`config.mk`:
```
export PLATFORM = sky130hd
export DESIGN_NAME = intc_edge_enable_regs
export DESIGN_NICKNAME = d
export VERILOG_FILES = /design/src/intc_pkg.sv /design/src/intc_edge_enable_regs.sv
export VERILOG_INCLUDE_DIRS = /design/src
export SDC_FILE = /design/constraint.sdc
export NUM_CORES = 1
export LEC_CHECK = 0
export ABC_AREA = 1
export BUFFER_PORTS_ARGS = -buffer_cell sky130_fd_sc_hd__clkbuf_2
export CAP_MARGIN = 10
export CELL_PAD_IN_SITES_DETAIL_PLACEMENT = 0
export CELL_PAD_IN_SITES_GLOBAL_PLACEMENT = 1
export CORE_ASPECT_RATIO = 1.4
export CORE_MARGIN = 2
export CORE_UTILIZATION = 30
export DETAILED_ROUTE_END_ITERATION = 7
export PLACE_DENSITY_LB_ADDON = 0.1
export SLEW_MARGIN = 20
export SYNTH_ARGS = -nofsm -noshare
export SYNTH_HDL_FRONTEND = slang
export SYNTH_SLANG_ARGS = --single-unit
export TNS_END_PERCENT = 1
```
`constraint.sdc`:
```
create_clock -name clk_i -period 2.4 [get_ports clk_i]
set_clock_uncertainty 0.2 [all_clocks]
set_input_delay 0.48 -clock clk_i [delete_from_list [all_inputs] [get_ports clk_i]]
set_output_delay 0.48 -clock clk_i [all_outputs]
set_load 0.05 [all_outputs]
```
`src/intc_regs.svh`:
```
// Purpose: Register offsets, bit positions and reset values of the
//          interrupt source configuration block.
// Assumes: Classic Wishbone, 32-bit words, byte addresses.
// Notes:   Definitions only.
`ifndef INTC_REGS_SVH
`define INTC_REGS_SVH

// ----------------------------------------------------------------
// Register offsets
// ----------------------------------------------------------------
`define INTC_OFS_EDGE     6'h00
`define INTC_OFS_ENA_A    6'h04
`define INTC_OFS_ENA_B    6'h08
`define INTC_OFS_FLAG_A   6'h0c
`define INTC_OFS_FLAG_B   6'h10
`define INTC_OFS_CPU      6'h14
`define INTC_OFS_STAT     6'h18
`define INTC_OFS_MASK     6'h1c

// ----------------------------------------------------------------
// Field positions and constants
// ----------------------------------------------------------------
`define INTC_EDGE_WMASK   8'h03
`define INTC_EDGE_RSVD1   8'he0
`define INTC_ENA_A_WMASK  8'ha7
`define INTC_ENA_B_WMASK  8'hcd
`define INTC_FLAG_A_RSVD1 8'h20
`define INTC_RST_BYTE     8'h00
`define INTC_RST_CPU_MASK 1'b1
`define INTC_B_TA   7
`define INTC_B_WP   5
`define INTC_B_AEP  2
`define INTC_B_P1   1
`define INTC_B_P0   0
`define INTC_B_DT   7
`define INTC_B_AD   6
`define INTC_B_FH   3
`define INTC_B_FL   2
`define INTC_B_EC   0
`define INTC_NSRC   10
`define INTC_PIN_SYNC 3

`endif

```
`src/intc_pkg.sv`:
```
// Purpose: Shared types of the interrupt source configuration block.
// Assumes: Used with intc_regs.svh.
// Notes:   Nothing is imported; refer as intc_pkg::name.
package intc_pkg;
	// Bus slave phase
	typedef enum logic {
		INTC_IDLE,
		INTC_ACK
	} intc_bus_type;
endpackage

```
`src/intc_edge_enable_regs.sv`:
```
// Purpose: Edge select and enable registers with request flags and
//          a gated CPU interrupt request, on a classic Wishbone slave.
// Assumes: Peripheral events are one-cycle pulses on clk_i; pins are
//          asynchronous and pass three flip-flops.
// Notes:   Pin edges are taken when the 2nd and 3rd stages disagree.
//
// Function
// - Edge select bits 7..5 always read as one, hold nothing.
// - Edge bit 1 is pin one, bit 0 pin zero; 0 falling, 1 rising.
// - Enable A bit 7 gates timer A overflow requests.
// - Enable A bit 5 gates all eight wakeup pin requests together.
// - Enable A bit 2 gates the asynchronous-event pin request.
// - Enable A bits 1 and 0 gate external pin one and zero.
// - Enable B bit 7 gates the direct transition request.
// - Enable B bit 6 gates the A/D conversion end request.
// - Enable B bit 3 gates timer FH compare and overflow requests.
// - Enable B bit 2 gates timer FL compare and overflow requests.
// - Enable B bit 0 gates event counter overflow requests.
// - Flags set on event, stay on accept, clear by writing zero.
// - CPU mask bit one blocks requests; taken at instruction end.
//
// Chosen here: the register addresses and the Wishbone interface to the registers.
`timescale 1ns/1ns
`include "intc_regs.svh"

module intc_edge_enable_regs #(
	parameter int NWAKE = 8
) (
	input  wire logic             clk_i,
	input  wire logic             rst_i,
	input  wire logic [31:0]      wb_adr_i,
	input  wire logic [31:0]      wb_dat_i,
	input  wire logic [3:0]       wb_sel_i,
	input  wire logic             wb_we_i,
	input  wire logic             wb_cyc_i,
	input  wire logic             wb_stb_i,
	output logic      [31:0]      wb_dat_o,
	output logic                  wb_ack_o,
	output logic                  wb_err_o,
	input  wire logic             ext_int_pin_one_i,
	input  wire logic             ext_int_pin_zero_i,
	input  wire logic             async_event_int_pin_i,
	input  wire logic [NWAKE-1:0] wakeup_pin_i,
	input  wire logic             timer_a_ovf_i,
	input  wire logic             direct_transition_i,
	input  wire logic             adc_done_i,
	input  wire logic             timer_f_high_i,
	input  wire logic             timer_f_low_i,
	input  wire logic             event_counter_ovf_i,
	input  wire logic             instr_end_i,
	output logic                  cpu_irq_o,
	output logic                  irq_o
);

	// ------------------------------------------------------------
	// State
	// ------------------------------------------------------------
	logic [7:0]             ext_pin_edge_select;
	logic [7:0]             interrupt_enable_a;
	logic [7:0]             interrupt_enable_b;
	logic [7:0]             request_flags_a;
	logic [7:0]             request_flags_b;
	logic                   cpu_mask;
	logic                   wake_flag;
	logic [`INTC_NSRC-1:0]  stat;
	logic [`INTC_NSRC-1:0]  mask;
	logic [`INTC_PIN_SYNC-1:0] s_p1;
	logic [`INTC_PIN_SYNC-1:0] s_p0;
	logic [`INTC_PIN_SYNC-1:0] s_ae;
	logic [`INTC_PIN_SYNC-1:0] s_wk [NWAKE];
	intc_pkg::intc_bus_type bus_state;

	// ------------------------------------------------------------
	// Bus decode
	// ------------------------------------------------------------
	// Access strobe and byte-lane write
	wire       req      = wb_cyc_i & wb_stb_i & (bus_state == intc_pkg::INTC_IDLE);
	wire [5:0] ofs      = {wb_adr_i[5:2], 2'b00};
	wire       hit_hi   = (wb_adr_i[31:6] == 26'h0000000);
	wire       wr       = req & wb_we_i & wb_sel_i[0] & hit_hi;
	wire [7:0] wd       = wb_dat_i[7:0];
	wire       wr_edge  = wr & (ofs == `INTC_OFS_EDGE);
	wire       wr_ena_a = wr & (ofs == `INTC_OFS_ENA_A);
	wire       wr_ena_b = wr & (ofs == `INTC_OFS_ENA_B);
	wire       wr_fa    = wr & (ofs == `INTC_OFS_FLAG_A);
	wire       wr_fb    = wr & (ofs == `INTC_OFS_FLAG_B);
	wire       wr_cpu   = wr & (ofs == `INTC_OFS_CPU);
	wire       wr_stat  = wr & (ofs == `INTC_OFS_STAT);
	wire       wr_mask  = wr & (ofs == `INTC_OFS_MASK);
	wire       mapped   = hit_hi & (ofs <= `INTC_OFS_MASK);

	// ------------------------------------------------------------
	// Pin synchronisers
	// ------------------------------------------------------------
	// Three stages per pin; stage 0 feeds only stage 1
	always_ff @(posedge clk_i) begin
		s_p1 <= {s_p1[1:0], ext_int_pin_one_i};
		s_p0 <= {s_p0[1:0], ext_int_pin_zero_i};
		s_ae <= {s_ae[1:0], async_event_int_pin_i};
	end

	// Wakeup pin group, one synchroniser per pin
	logic [NWAKE-1:0] wake_fall;
	genvar gi;
	generate
		for (gi = 0; gi < NWAKE; gi++) begin : g_wake
			always_ff @(posedge clk_i) begin
				s_wk[gi] <= {s_wk[gi][1:0], wakeup_pin_i[gi]};
			end
			// Wakeup pins are active low: falling edge requests
			assign wake_fall[gi] = s_wk[gi][2] & ~s_wk[gi][1];
		end
	endgenerate

	// ------------------------------------------------------------
	// Edge detection
	// ------------------------------------------------------------
	// polarity selects edge
	wire rise_p1 = ~s_p1[2] & s_p1[1];
	wire fall_p1 = s_p1[2] & ~s_p1[1];
	wire rise_p0 = ~s_p0[2] & s_p0[1];
	wire fall_p0 = s_p0[2] & ~s_p0[1];
	wire ev_p1   = ext_pin_edge_select[`INTC_B_P1] ? rise_p1 : fall_p1;
	wire ev_p0   = ext_pin_edge_select[`INTC_B_P0] ? rise_p0 : fall_p0;
	wire ev_ae   = s_ae[2] & ~s_ae[1];
	wire ev_wk   = |wake_fall;

	// Set vectors in flag register layouts
	wire [7:0] set_a = {timer_a_ovf_i, 4'h0, ev_ae, ev_p1, ev_p0};
	wire [7:0] set_b = {direct_transition_i, adc_done_i, 2'b00,
		timer_f_high_i, timer_f_low_i, 1'b0, event_counter_ovf_i};
	wire [7:0] fa_wm = `INTC_ENA_A_WMASK & ~(8'h01 << `INTC_B_WP);
	wire [7:0] fb_wm = `INTC_ENA_B_WMASK;

	wire [7:0] next_fa = set_a | (request_flags_a &
		~(wr_fa ? (fa_wm & ~wd) : 8'h00));
	wire [7:0] next_fb = set_b | (request_flags_b &
		~(wr_fb ? (fb_wm & ~wd) : 8'h00));
	wire next_wake = ev_wk | (wake_flag & ~(wr_fa & ~wd[`INTC_B_WP]));

	// ------------------------------------------------------------
	// Enable gating
	// ------------------------------------------------------------
	// timer A gate
	wire g_ta = request_flags_a[`INTC_B_TA] & interrupt_enable_a[`INTC_B_TA];
	wire g_wp = wake_flag & interrupt_enable_a[`INTC_B_WP];
	wire g_ae = request_flags_a[`INTC_B_AEP] & interrupt_enable_a[`INTC_B_AEP];
	wire g_p1 = request_flags_a[`INTC_B_P1] & interrupt_enable_a[`INTC_B_P1];
	wire g_p0 = request_flags_a[`INTC_B_P0] & interrupt_enable_a[`INTC_B_P0];
	wire g_dt = request_flags_b[`INTC_B_DT] & interrupt_enable_b[`INTC_B_DT];
	wire g_ad = request_flags_b[`INTC_B_AD] & interrupt_enable_b[`INTC_B_AD];
	wire g_fh = request_flags_b[`INTC_B_FH] & interrupt_enable_b[`INTC_B_FH];
	wire g_fl = request_flags_b[`INTC_B_FL] & interrupt_enable_b[`INTC_B_FL];
	wire g_ec = request_flags_b[`INTC_B_EC] & interrupt_enable_b[`INTC_B_EC];
	wire any_req = g_ta | g_wp | g_ae | g_p1 | g_p0 |
		g_dt | g_ad | g_fh | g_fl | g_ec;

	// Event vector for sticky status
	wire [`INTC_NSRC-1:0] ev_vec = {set_b[`INTC_B_DT], set_b[`INTC_B_AD],
		set_b[`INTC_B_FH], set_b[`INTC_B_FL], set_b[`INTC_B_EC],
		set_a[`INTC_B_TA], ev_wk, ev_ae, ev_p1, ev_p0};
	wire [`INTC_NSRC-1:0] w1c = wr_stat ? wb_dat_i[`INTC_NSRC-1:0]
		: {`INTC_NSRC{1'b0}};
	wire [`INTC_NSRC-1:0] next_stat = ev_vec | (stat & ~w1c);

	// ------------------------------------------------------------
	// Read mux
	// ------------------------------------------------------------
	// top edge bits read one
	wire [7:0] rd_edge = `INTC_EDGE_RSVD1 | ext_pin_edge_select;
	wire [7:0] rd_fa   = `INTC_FLAG_A_RSVD1 | request_flags_a;
	logic [31:0] rdata;
	always_comb begin
		rdata = 32'h00000000;
		unique case (ofs)
			`INTC_OFS_EDGE:   rdata[7:0] = rd_edge;
			`INTC_OFS_ENA_A:  rdata[7:0] = interrupt_enable_a;
			`INTC_OFS_ENA_B:  rdata[7:0] = interrupt_enable_b;
			`INTC_OFS_FLAG_A: rdata[7:0] = rd_fa;
			`INTC_OFS_FLAG_B: rdata[7:0] = request_flags_b;
			`INTC_OFS_CPU:    rdata[1:0] = {wake_flag, cpu_mask};
			`INTC_OFS_STAT:   rdata[`INTC_NSRC-1:0] = stat;
			`INTC_OFS_MASK:   rdata[`INTC_NSRC-1:0] = mask;
			default:          rdata = 32'h00000000;
		endcase
	end

	// ------------------------------------------------------------
	// Configuration registers
	// ------------------------------------------------------------
	// all cleared at reset except cpu_mask, which is set
	always_ff @(posedge clk_i) begin
		if (rst_i) begin
			ext_pin_edge_select <= `INTC_RST_BYTE;
			interrupt_enable_a  <= `INTC_RST_BYTE;
			interrupt_enable_b  <= `INTC_RST_BYTE;
			cpu_mask            <= `INTC_RST_CPU_MASK;
			mask                <= {`INTC_NSRC{1'b0}};
		end else begin
			if (wr_edge) ext_pin_edge_select <= wd & `INTC_EDGE_WMASK;
			if (wr_ena_a) interrupt_enable_a <= wd & `INTC_ENA_A_WMASK;
			if (wr_ena_b) interrupt_enable_b <= wd & `INTC_ENA_B_WMASK;
			if (wr_cpu) cpu_mask <= wd[0];
			if (wr_mask) mask <= wb_dat_i[`INTC_NSRC-1:0];
		end
	end

	// Flags and sticky status
	always_ff @(posedge clk_i) begin
		if (rst_i) begin
			request_flags_a <= `INTC_RST_BYTE;
			request_flags_b <= `INTC_RST_BYTE;
			wake_flag       <= 1'b0;
			stat            <= {`INTC_NSRC{1'b0}};
		end else begin
			request_flags_a <= next_fa;
			request_flags_b <= next_fb;
			wake_flag       <= next_wake;
			stat            <= next_stat;
		end
	end

	// ------------------------------------------------------------
	// Outputs
	// ------------------------------------------------------------
	// masked; cpu_irq_o sampled at instruction end, irq_o every cycle
	always_ff @(posedge clk_i) begin
		if (rst_i) begin
			cpu_irq_o <= 1'b0;
			irq_o     <= 1'b0;
		end else begin
			if (instr_end_i) cpu_irq_o <= any_req & ~cpu_mask;
			irq_o <= |(next_stat & mask);
		end
	end

	// Wishbone answer one cycle after the strobe
	always_ff @(posedge clk_i) begin
		if (rst_i) begin
			bus_state <= intc_pkg::INTC_IDLE;
			wb_ack_o  <= 1'b0;
			wb_err_o  <= 1'b0;
			wb_dat_o  <= 32'h00000000;
		end else begin
			bus_state <= req ? intc_pkg::INTC_ACK : intc_pkg::INTC_IDLE;
			wb_ack_o  <= req & mapped;
			wb_err_o  <= req & ~mapped;
			// Data only with ack, so an error answer carries zero
			wb_dat_o  <= (req & mapped) ? rdata : 32'h00000000;
		end
	end

endmodule

```
==> results of run 1 <==
-- logic make-up (layout without fill, tap and decap cells) --
family / Yosys count / in the layout
simple gates: 156 / 156
compound gates: 104 / 104
buf+inv: 71 / 156
flops: 91 / 91
other cells: 1 / 22
-- report_power, final --
part | internal (mW) | total (mW) | switching [mW] | leakage (nW)
Combinational | 0.0812 | 0.268 | 0.186 | 1.18
Sequential | 1.57 | 1.59 | 0.0261 | 0.752
Clock | 0.717 | 1.33 | 0.612 | 0.140
Total | 2.36 | 3.19 | 0.824 | 2.07
-- path summary, 6_finish.rpt --
| kind | startpoint | to | slack, ps |
|---|---|---|---|
| setup / recovery | bus_state | irq_o | 430 |
| hold / removal | wakeup_pin_i[1] | s_wk[0][3] | 30 |
| setup reg to reg | bus_state | irq_o | 430 |
| hold reg to reg | s_ae[0] | s_ae[1] | 130 |
-- flip-flops by register name (all words and copies together) (netlist names) --
register             flops
s_wk                    24
request_flags_a          4
request_flags_b          5
s_p1                     3
cpu_mask                 1
cpu_irq_o                1
wb_err_o                 1
wake_flag                1
stat                    10
interrupt_enable_b       5
s_ae                     3
mask                    10
wb_ack_o                 1
bus_state                1
irq_o                    1
interrupt_enable_a       5
s_p0                     3
wb_dat_o                10
ext_pin_edge_select      2
-- worst register-to-register path, cell delays in order (launching register included) --
cell      delay, ps
dfxtp_1         300
nand3b_1        300
nor2_8          300
nand4_1         130
nand2_1          90
nand2_1          60
nand2_1          60
nand2_1          60
nor2_1          190
nand3_1         100
nand2_1          60
inv_1            30
-- metrics by stage --
step           cells  hold WS (ps)  instance area [um^2]
4_1_cts          673          22.0                  4390
3_5_place_dp     657           112                  4110
2_1_floorplan    444           110                  3550
5_1_grt          673          21.2                  4390
3_3_place_gp     657           110                  4110
6_report         673          31.4                  4390
-- metal layers --
| metal | routed length [um] | GRT usage (%) |
|---|---|---|
| met2 | 4880 | 28.2 |
| met4 | 288 | 8.94 |
| met1 | 4050 | 17.6 |
| met5 | 0 | 0 |
| met3 | 417 | 2.75 |
-- area by class of cell --
cell class | count | area, um^2
tap | 144 | 180
timing repair buffer | 99 | 588
clock buffer | 10 | 229
inverter | 41 | 155
clock inverter | 6 | 50.0
multi-input combinational | 282 | 1370
sequential | 91 | 1820
fill | 1198 | 6950
-- placed cells by master (no fill, tap or decap), types with 2 or more instances in the layout --
cell type,Yosys,layout
a21oi_1,48,48
a221oi_1,8,8
a31oi_1,3,3
buf_12,0,3
buf_4,23,19
clkbuf_16,0,9
clkbuf_2,0,77
clkinv_2,1,3
clkinv_4,0,2
conb_1,1,22
dfxtp_1,91,91
inv_1,36,36
inv_2,4,4
inv_8,0,2
nand2_1,99,99
nand3_1,2,2
nand4_1,10,10
nor2_1,28,28
nor2_2,2,2
nor2_4,3,3
nor3_1,4,4
o2111ai_1,3,3
o21ai_0,32,32
o21ai_1,4,4
o22ai_1,2,2
==> results.txt, run 1 <==
Ranking of synthesized cells by area -> dfxtp_1, nand2_1, a21oi_1
CTS max path bufs -> 2
CTS H-Tree Depth -> 3
Fmax -> 0.509 GHz
Crit path top cell by count -> nand2_1
Post-synthesis mux area share -> 0%
Leakage -> 2.07 nW
Grt total ovfl -> 0
Syn_area_per_cell -> 8.21 um^2
Status -> complete, no violations
Compound-Gate Fraction of Synth Area -> 16.9%
Max-cap violations -> 0
Die height -> 131 um
DRC Markers -> 0
CP arrival -> 2010 ps
Final nets -> 615
1st-iter DRT viols -> 130
DR pass1 iterations -> 4
CP cell instances -> nand3b_1 -> nor2_8 -> nand4_1 -> nand2_1 -> nand2_1 -> nand2_1 -> nand2_1 -> nor2_1 -> nand3_1 -> nand2_1 -> inv_1
Vias in the first global route -> 2901
Simple-gate area share of the yosys netlist -> 20.1%
Nature of the critical path endpoint -> flip-flop
Antenna viol nets, final -> 0
Post-CTS Resized -> 0
Clk_lat worst skew -> 340 ps
Hold-fix buffers, CTS -> 0
Critical path's slowest cell -> dfxtp_1
Row count -> 46
Min setup slack post-route -> 434 ps
I/O pin cnt -> 127
Dpl ws -> 129 ps
Tmin final -> 1970 ps
Top_reg_cell synth -> dfxtp_1
Min-delay worst type -> input port to flip-flop
Crit Path Max Fanout -> 10
Critical path class -> flip-flop to flip-flop
Adder-Cell Fraction of Synth Area -> 0%
Die X -> 94.9 um
Root buf cell -> clkbuf_16
Setup bufs post-CTS -> 0
Total track usage -> 16.0%
Setup TNS -> 0 ps
Worst path top cell family by delay -> simple AND/OR/NAND/NOR gates
DR WL/cell -> 14.3 um
Final period utilization -> 81.9%
Flops & latches, synth -> 91
Largest family of logic cells by synthesized area -> simple AND/OR/NAND/NOR gates
Final HPWL DP -> 7180 um
Critical Path Source Type -> flip-flop
EDFF count, synth -> 0
Yosys warns -> 0
CP Buf/Inv Count -> 1
Routability congestion estimate -> 0.844
Critical Path RT -> 2440 ps
Final-report setup violation count -> 0
Critical path's largest stage delay -> 300 ps
Antenna violations before repair -> 0
Max IR drop VDD -> 0.440 mV
Ant diodes -> 0
Cell area after synthesis -> 0.00347 mm^2
Pwr per Cell Area -> 726 mW/mm^2
Distinct cell type count after synthesis -> 36
Via Count -> 3012
Hold depth -> 1
Top cells by count, synth -> nand2_1, dfxtp_1, a21oi_1
Sink Count -> 91
CTS tree -> done
Yosys top cell area share -> 52.4%
Post-synthesis sequential area ratio -> 52.4%
Fin. max-slew vios -> 0
Top-count cell post-synth -> nand2_1
CTS Buf Count -> 9
Largest net degree at the start of global routing -> 24
Area of the core -> 0.0113 mm^2
Clock slew at reported path FFs -> 70 ps
Cells after Synth -> 423
Final Hold Viols -> 0
Die Area -> 0.0125 mm^2
Area delta synth->final -> 26.4%
CP Depth -> 11
Finished Core Util -> 38.7%
Total power -> 3.19 mW
Via density -> 4.48
First-pass GRT wire length -> 14800 um
Post-synth ARST share -> 0%
Largest area contributor in the netlist -> dfxtp_1
Total wire length -> 9640 um
RSZ-0062 raised after global routing -> no
Post-Synth XOR/XNOR Area -> 0%
I/O Buffers -> 77
Share of cells above drive strength 1 -> 24.4%
Worst Reg-to-Reg Cells -> 11
Starting Density -> 30.6%
No activity file was read; power rests on OpenSTA's default activity.
==> inputs of run 2 (changes only) <==
==> constraint.sdc (replaced) <==
create_clock -name clk_i -period 1.71 [get_ports clk_i]
set_clock_uncertainty 0.2 [all_clocks]
set_input_delay 0.342 -clock clk_i [delete_from_list [all_inputs] [get_ports clk_i]]
set_output_delay 0.342 -clock clk_i [all_outputs]
set_load 0.05 [all_outputs]
==> run 2 against run 1 <==
Compared with the run above: the flow now finishes with violations (negative setup slack); wire length rose by 4.3%; cell area increased by 10%; highest routed layer unchanged; power up 43%; count of clock-buffer cells in the layout decreased by 1; combinational power up 71%; sequential power increased by 40%; first-iteration DRC count is 28% lower; critical path depth up 1; core utilization increased by 4.0 points; die area is the same; fmax is 2.4% higher; critical path type unchanged; via count up 8.2%.
==> results.txt, run 2 (synthesized netlist as in run 1, its figures left out) <==
I/O Buffers -> 77 (unchanged)
DR pass1 iterations -> 5 (was 4)
Clock network fraction of design power -> 40.8% (was 41.7%)
Critical path class -> flip-flop to flip-flop (unchanged)
Critical path's largest stage delay -> 310 ps (was 300 ps)
Ant diodes -> 0 (unchanged)
Status -> finished with violations (was complete, no violations)
Routability congestion estimate -> 0.808 (was 0.844)
CTS H-Tree Depth -> 3 (unchanged)
Worst r2r src -> bus_state (unchanged)
Failing checks -> negative setup slack
FF-to-FF End -> irq_o (unchanged)
FILL cells -> 1160 (was 1198)
Die X -> 94.9 um (unchanged)
CTS tree -> done (unchanged)
Antenna violations before repair -> 0 (unchanged)
Pint -> 3.37 mW (was 2.36 mW)
Fin. max-slew vios -> 0 (unchanged)
Die height -> 131 um (unchanged)
Min-delay worst type -> input port to flip-flop (unchanged)
Setup TNS -> -1900 ps (was 0 ps)
WHS Endpoint -> mask[8] (was s_wk[0][3])
Leakage -> 2.31 nW (was 2.07 nW)
Pwr per Cell Area -> 938 mW/mm^2 (was 726 mW/mm^2)
Critical Path RT -> 1750 ps (was 2440 ps)
Row count -> 46 (unchanged)
I/O pin cnt -> 127 (unchanged)
Share of cells above drive strength 1 -> 30.5% (was 24.4%)
Hold depth -> 3 (was 1)
Net switching share of the total power -> 25.8% (was 25.9%)
Crit Path Max Fanout -> 8 (was 10)
Fmax -> 0.521 GHz (was 0.509 GHz)
HP Start -> wb_dat_i[8] (was wakeup_pin_i[1])
Final Hold Viols -> 0 (unchanged)
Vias in the first global route -> 3156 (was 2901)
Critical path's slowest cell -> dfxtp_2 (was dfxtp_1)
Finished Core Util -> 42.8% (was 38.7%)
Total wire length -> 10100 um (was 9640 um)
Final HPWL DP -> 7490 um (was 7180 um)
Seq pwr share -> 49.1% (was 49.9%)
Comb power frac -> 10.1% (was 8.4%)
Sw power -> 1.17 mW (was 0.824 mW)
Max reg flops -> 24 (unchanged)
Largest net degree at the start of global routing -> 25 (was 24)
Commonest non-fill, non-tap cell in the layout -> nand2_1 (unchanged)
Nature of the critical path endpoint -> flip-flop (unchanged)
Die Area -> 0.0125 mm^2 (unchanged)
Min setup slack post-route -> -209 ps (was 434 ps)
Starting Density -> 30.6% (unchanged)
Root buf cell -> clkbuf_16 (unchanged)
Total power -> 4.55 mW (was 3.19 mW)
DR WL/cell -> 14.0 um (was 14.3 um)
1st-iter DRT viols -> 93 (was 130)
Reg with most FFs -> s_wk (unchanged)
Area of the core -> 0.0113 mm^2 (unchanged)
Via density -> 4.54 (was 4.48)
Seq. cell area -> 0.00182 mm^2 (about the same)
Antenna viol nets, final -> 0 (unchanged)
Clock slew at reported path FFs -> 60 ps (was 70 ps)
Clk_lat worst skew -> 340 ps (about the same)
Grt total ovfl -> 0 (unchanged)
Max-cap violations -> 0 (unchanged)
RSZ-0062 raised after global routing -> yes (was no)
CTS max path bufs -> 2 (unchanged)
Most frequent cells in the layout -> nand2_1, dfxtp_1, clkbuf_2, a21oi_1, buf_4 (was nand2_1, dfxtp_1, clkbuf_2, a21oi_1, inv_1)
Total track usage -> 17.3% (was 16.0%)
First-pass GRT wire length -> 16200 um (was 14800 um)
Final nets -> 661 (was 615)
Worst Reg-to-Reg Cells -> 12 (was 11)
CP arrival -> 1960 ps (was 2010 ps)
DRC Markers -> 0 (unchanged)
Final period utilization -> 112% (was 81.9%)
Area occupied by multi-input gates -> 0.00141 mm^2 (was 0.00137 mm^2)
Dpl ws -> -412 ps (was 129 ps)
Crit path top cell by count -> nand2_1 (unchanged)
Flop-to-flop setup slack -> -210 ps (was 430 ps)
Max IR drop VDD -> 0.523 mV (was 0.440 mV)
Sink Count -> 91 (unchanged)
Via Count -> 3260 (was 3012)
Final-report setup violation count -> 24 (was 0)
Tmin final -> 1920 ps (was 1970 ps)
Critical Path Source Type -> flip-flop (unchanged)
Area delta synth->final -> 39.6% (was 26.4%)
CTS Buf Count -> 9 (unchanged)
CP cell instances -> nand3b_1 -> nor2_8 -> buf_12 -> nand4_1 -> nand2_1 -> nand2_1 -> nand2_1 -> nand2_1 -> nor2_2 -> nand3_1 -> nand2_1 -> inv_1 (was nand3b_1 -> nor2_8 -> nand4_1 -> nand2_1 -> nand2_1 -> nand2_1 -> nand2_1 -> nor2_1 -> nand3_1 -> nand2_1 -> inv_1)
[run 2: cell types whose count changed in the layout (fill, tap and decap cells not counted), sizes merged]
cell,previous run,this run
inv,42,45
clkinv,5,2
buf,22,56
dlygate4sd3,0,12
clkbuf,87,86
[run 2: final cells by class]
class	instances	area share, %
inverters	41	3.23
clock buffers	9	4.65
well taps	144	3.72
flip-flops and latches	91	37.6
multi-input cells	282	29.2
repair buffers	145	20.7
clock inverters	6	0.981
[run 2: worst max-delay path: cells and delay by family (launching register included)]
| kind | cells | cell delay, ps |
|---|---|---|
| and+or+nand+nor | 10 | 1130 |
| DFF | 1 | 310 |
| buffers and inverters | 2 | 180 |
[run 2: how the worst max path moves through the flow]
stage | start | endpoint | depth (start not counted)
after global routing | bus_state | irq_o | 12
after CTS | bus_state | irq_o | 12
after detailed placement | wb_adr_i[9] | irq_o | 18
after global placement | wb_adr_i[9] | irq_o | 16
after floorplan | wb_adr_i[11] | irq_o | 14
final | bus_state | irq_o | 12
[run 2: stage by stage]
step	hold slack, ps	cell area, um^2	std cells
finish	54.7	4850	718
global route	64.3	4850	718
CTS	40.1	4760	713
detailed placement	112	4320	684
global placement	110	4320	684
floorplan	110	3550	444
[run 2: layer usage]
layer | part of all wire [%] | GRT usage [%] | wire [um] | up-vias
met5 | 0 | 0 | 0 | -
met4 | 3.2 | 8.86 | 317 | 0
met3 | 3.4 | 3.10 | 340 | 20
met2 | 52 | 28.9 | 5220 | 77
met1 | 41 | 20.7 | 4170 | 1504
li1 | - | - | - | 1659
[run 2: power groups by stage]
stage	combinational (mW)	sequential, mW	clock [mW]
6_report	0.459	2.23	1.86
5_1_grt	0.504	2.24	2.01
4_1_cts	0.443	2.23	1.93
2_1_floorplan	0.268	2.28	0
3_3_place_gp	0.412	2.28	0
3_5_place_dp	0.415	2.28	0
[run 2: repair_timing]
item / in CTS / in global routing
hold buffers: 12 / 0
buffers inserted: 2 / 5
pin swaps: 5 / 15
hold endpoints to repair: 12 / 0
endpoints found under the setup margin: 33 / 38
gates resized for setup: 12 / 21
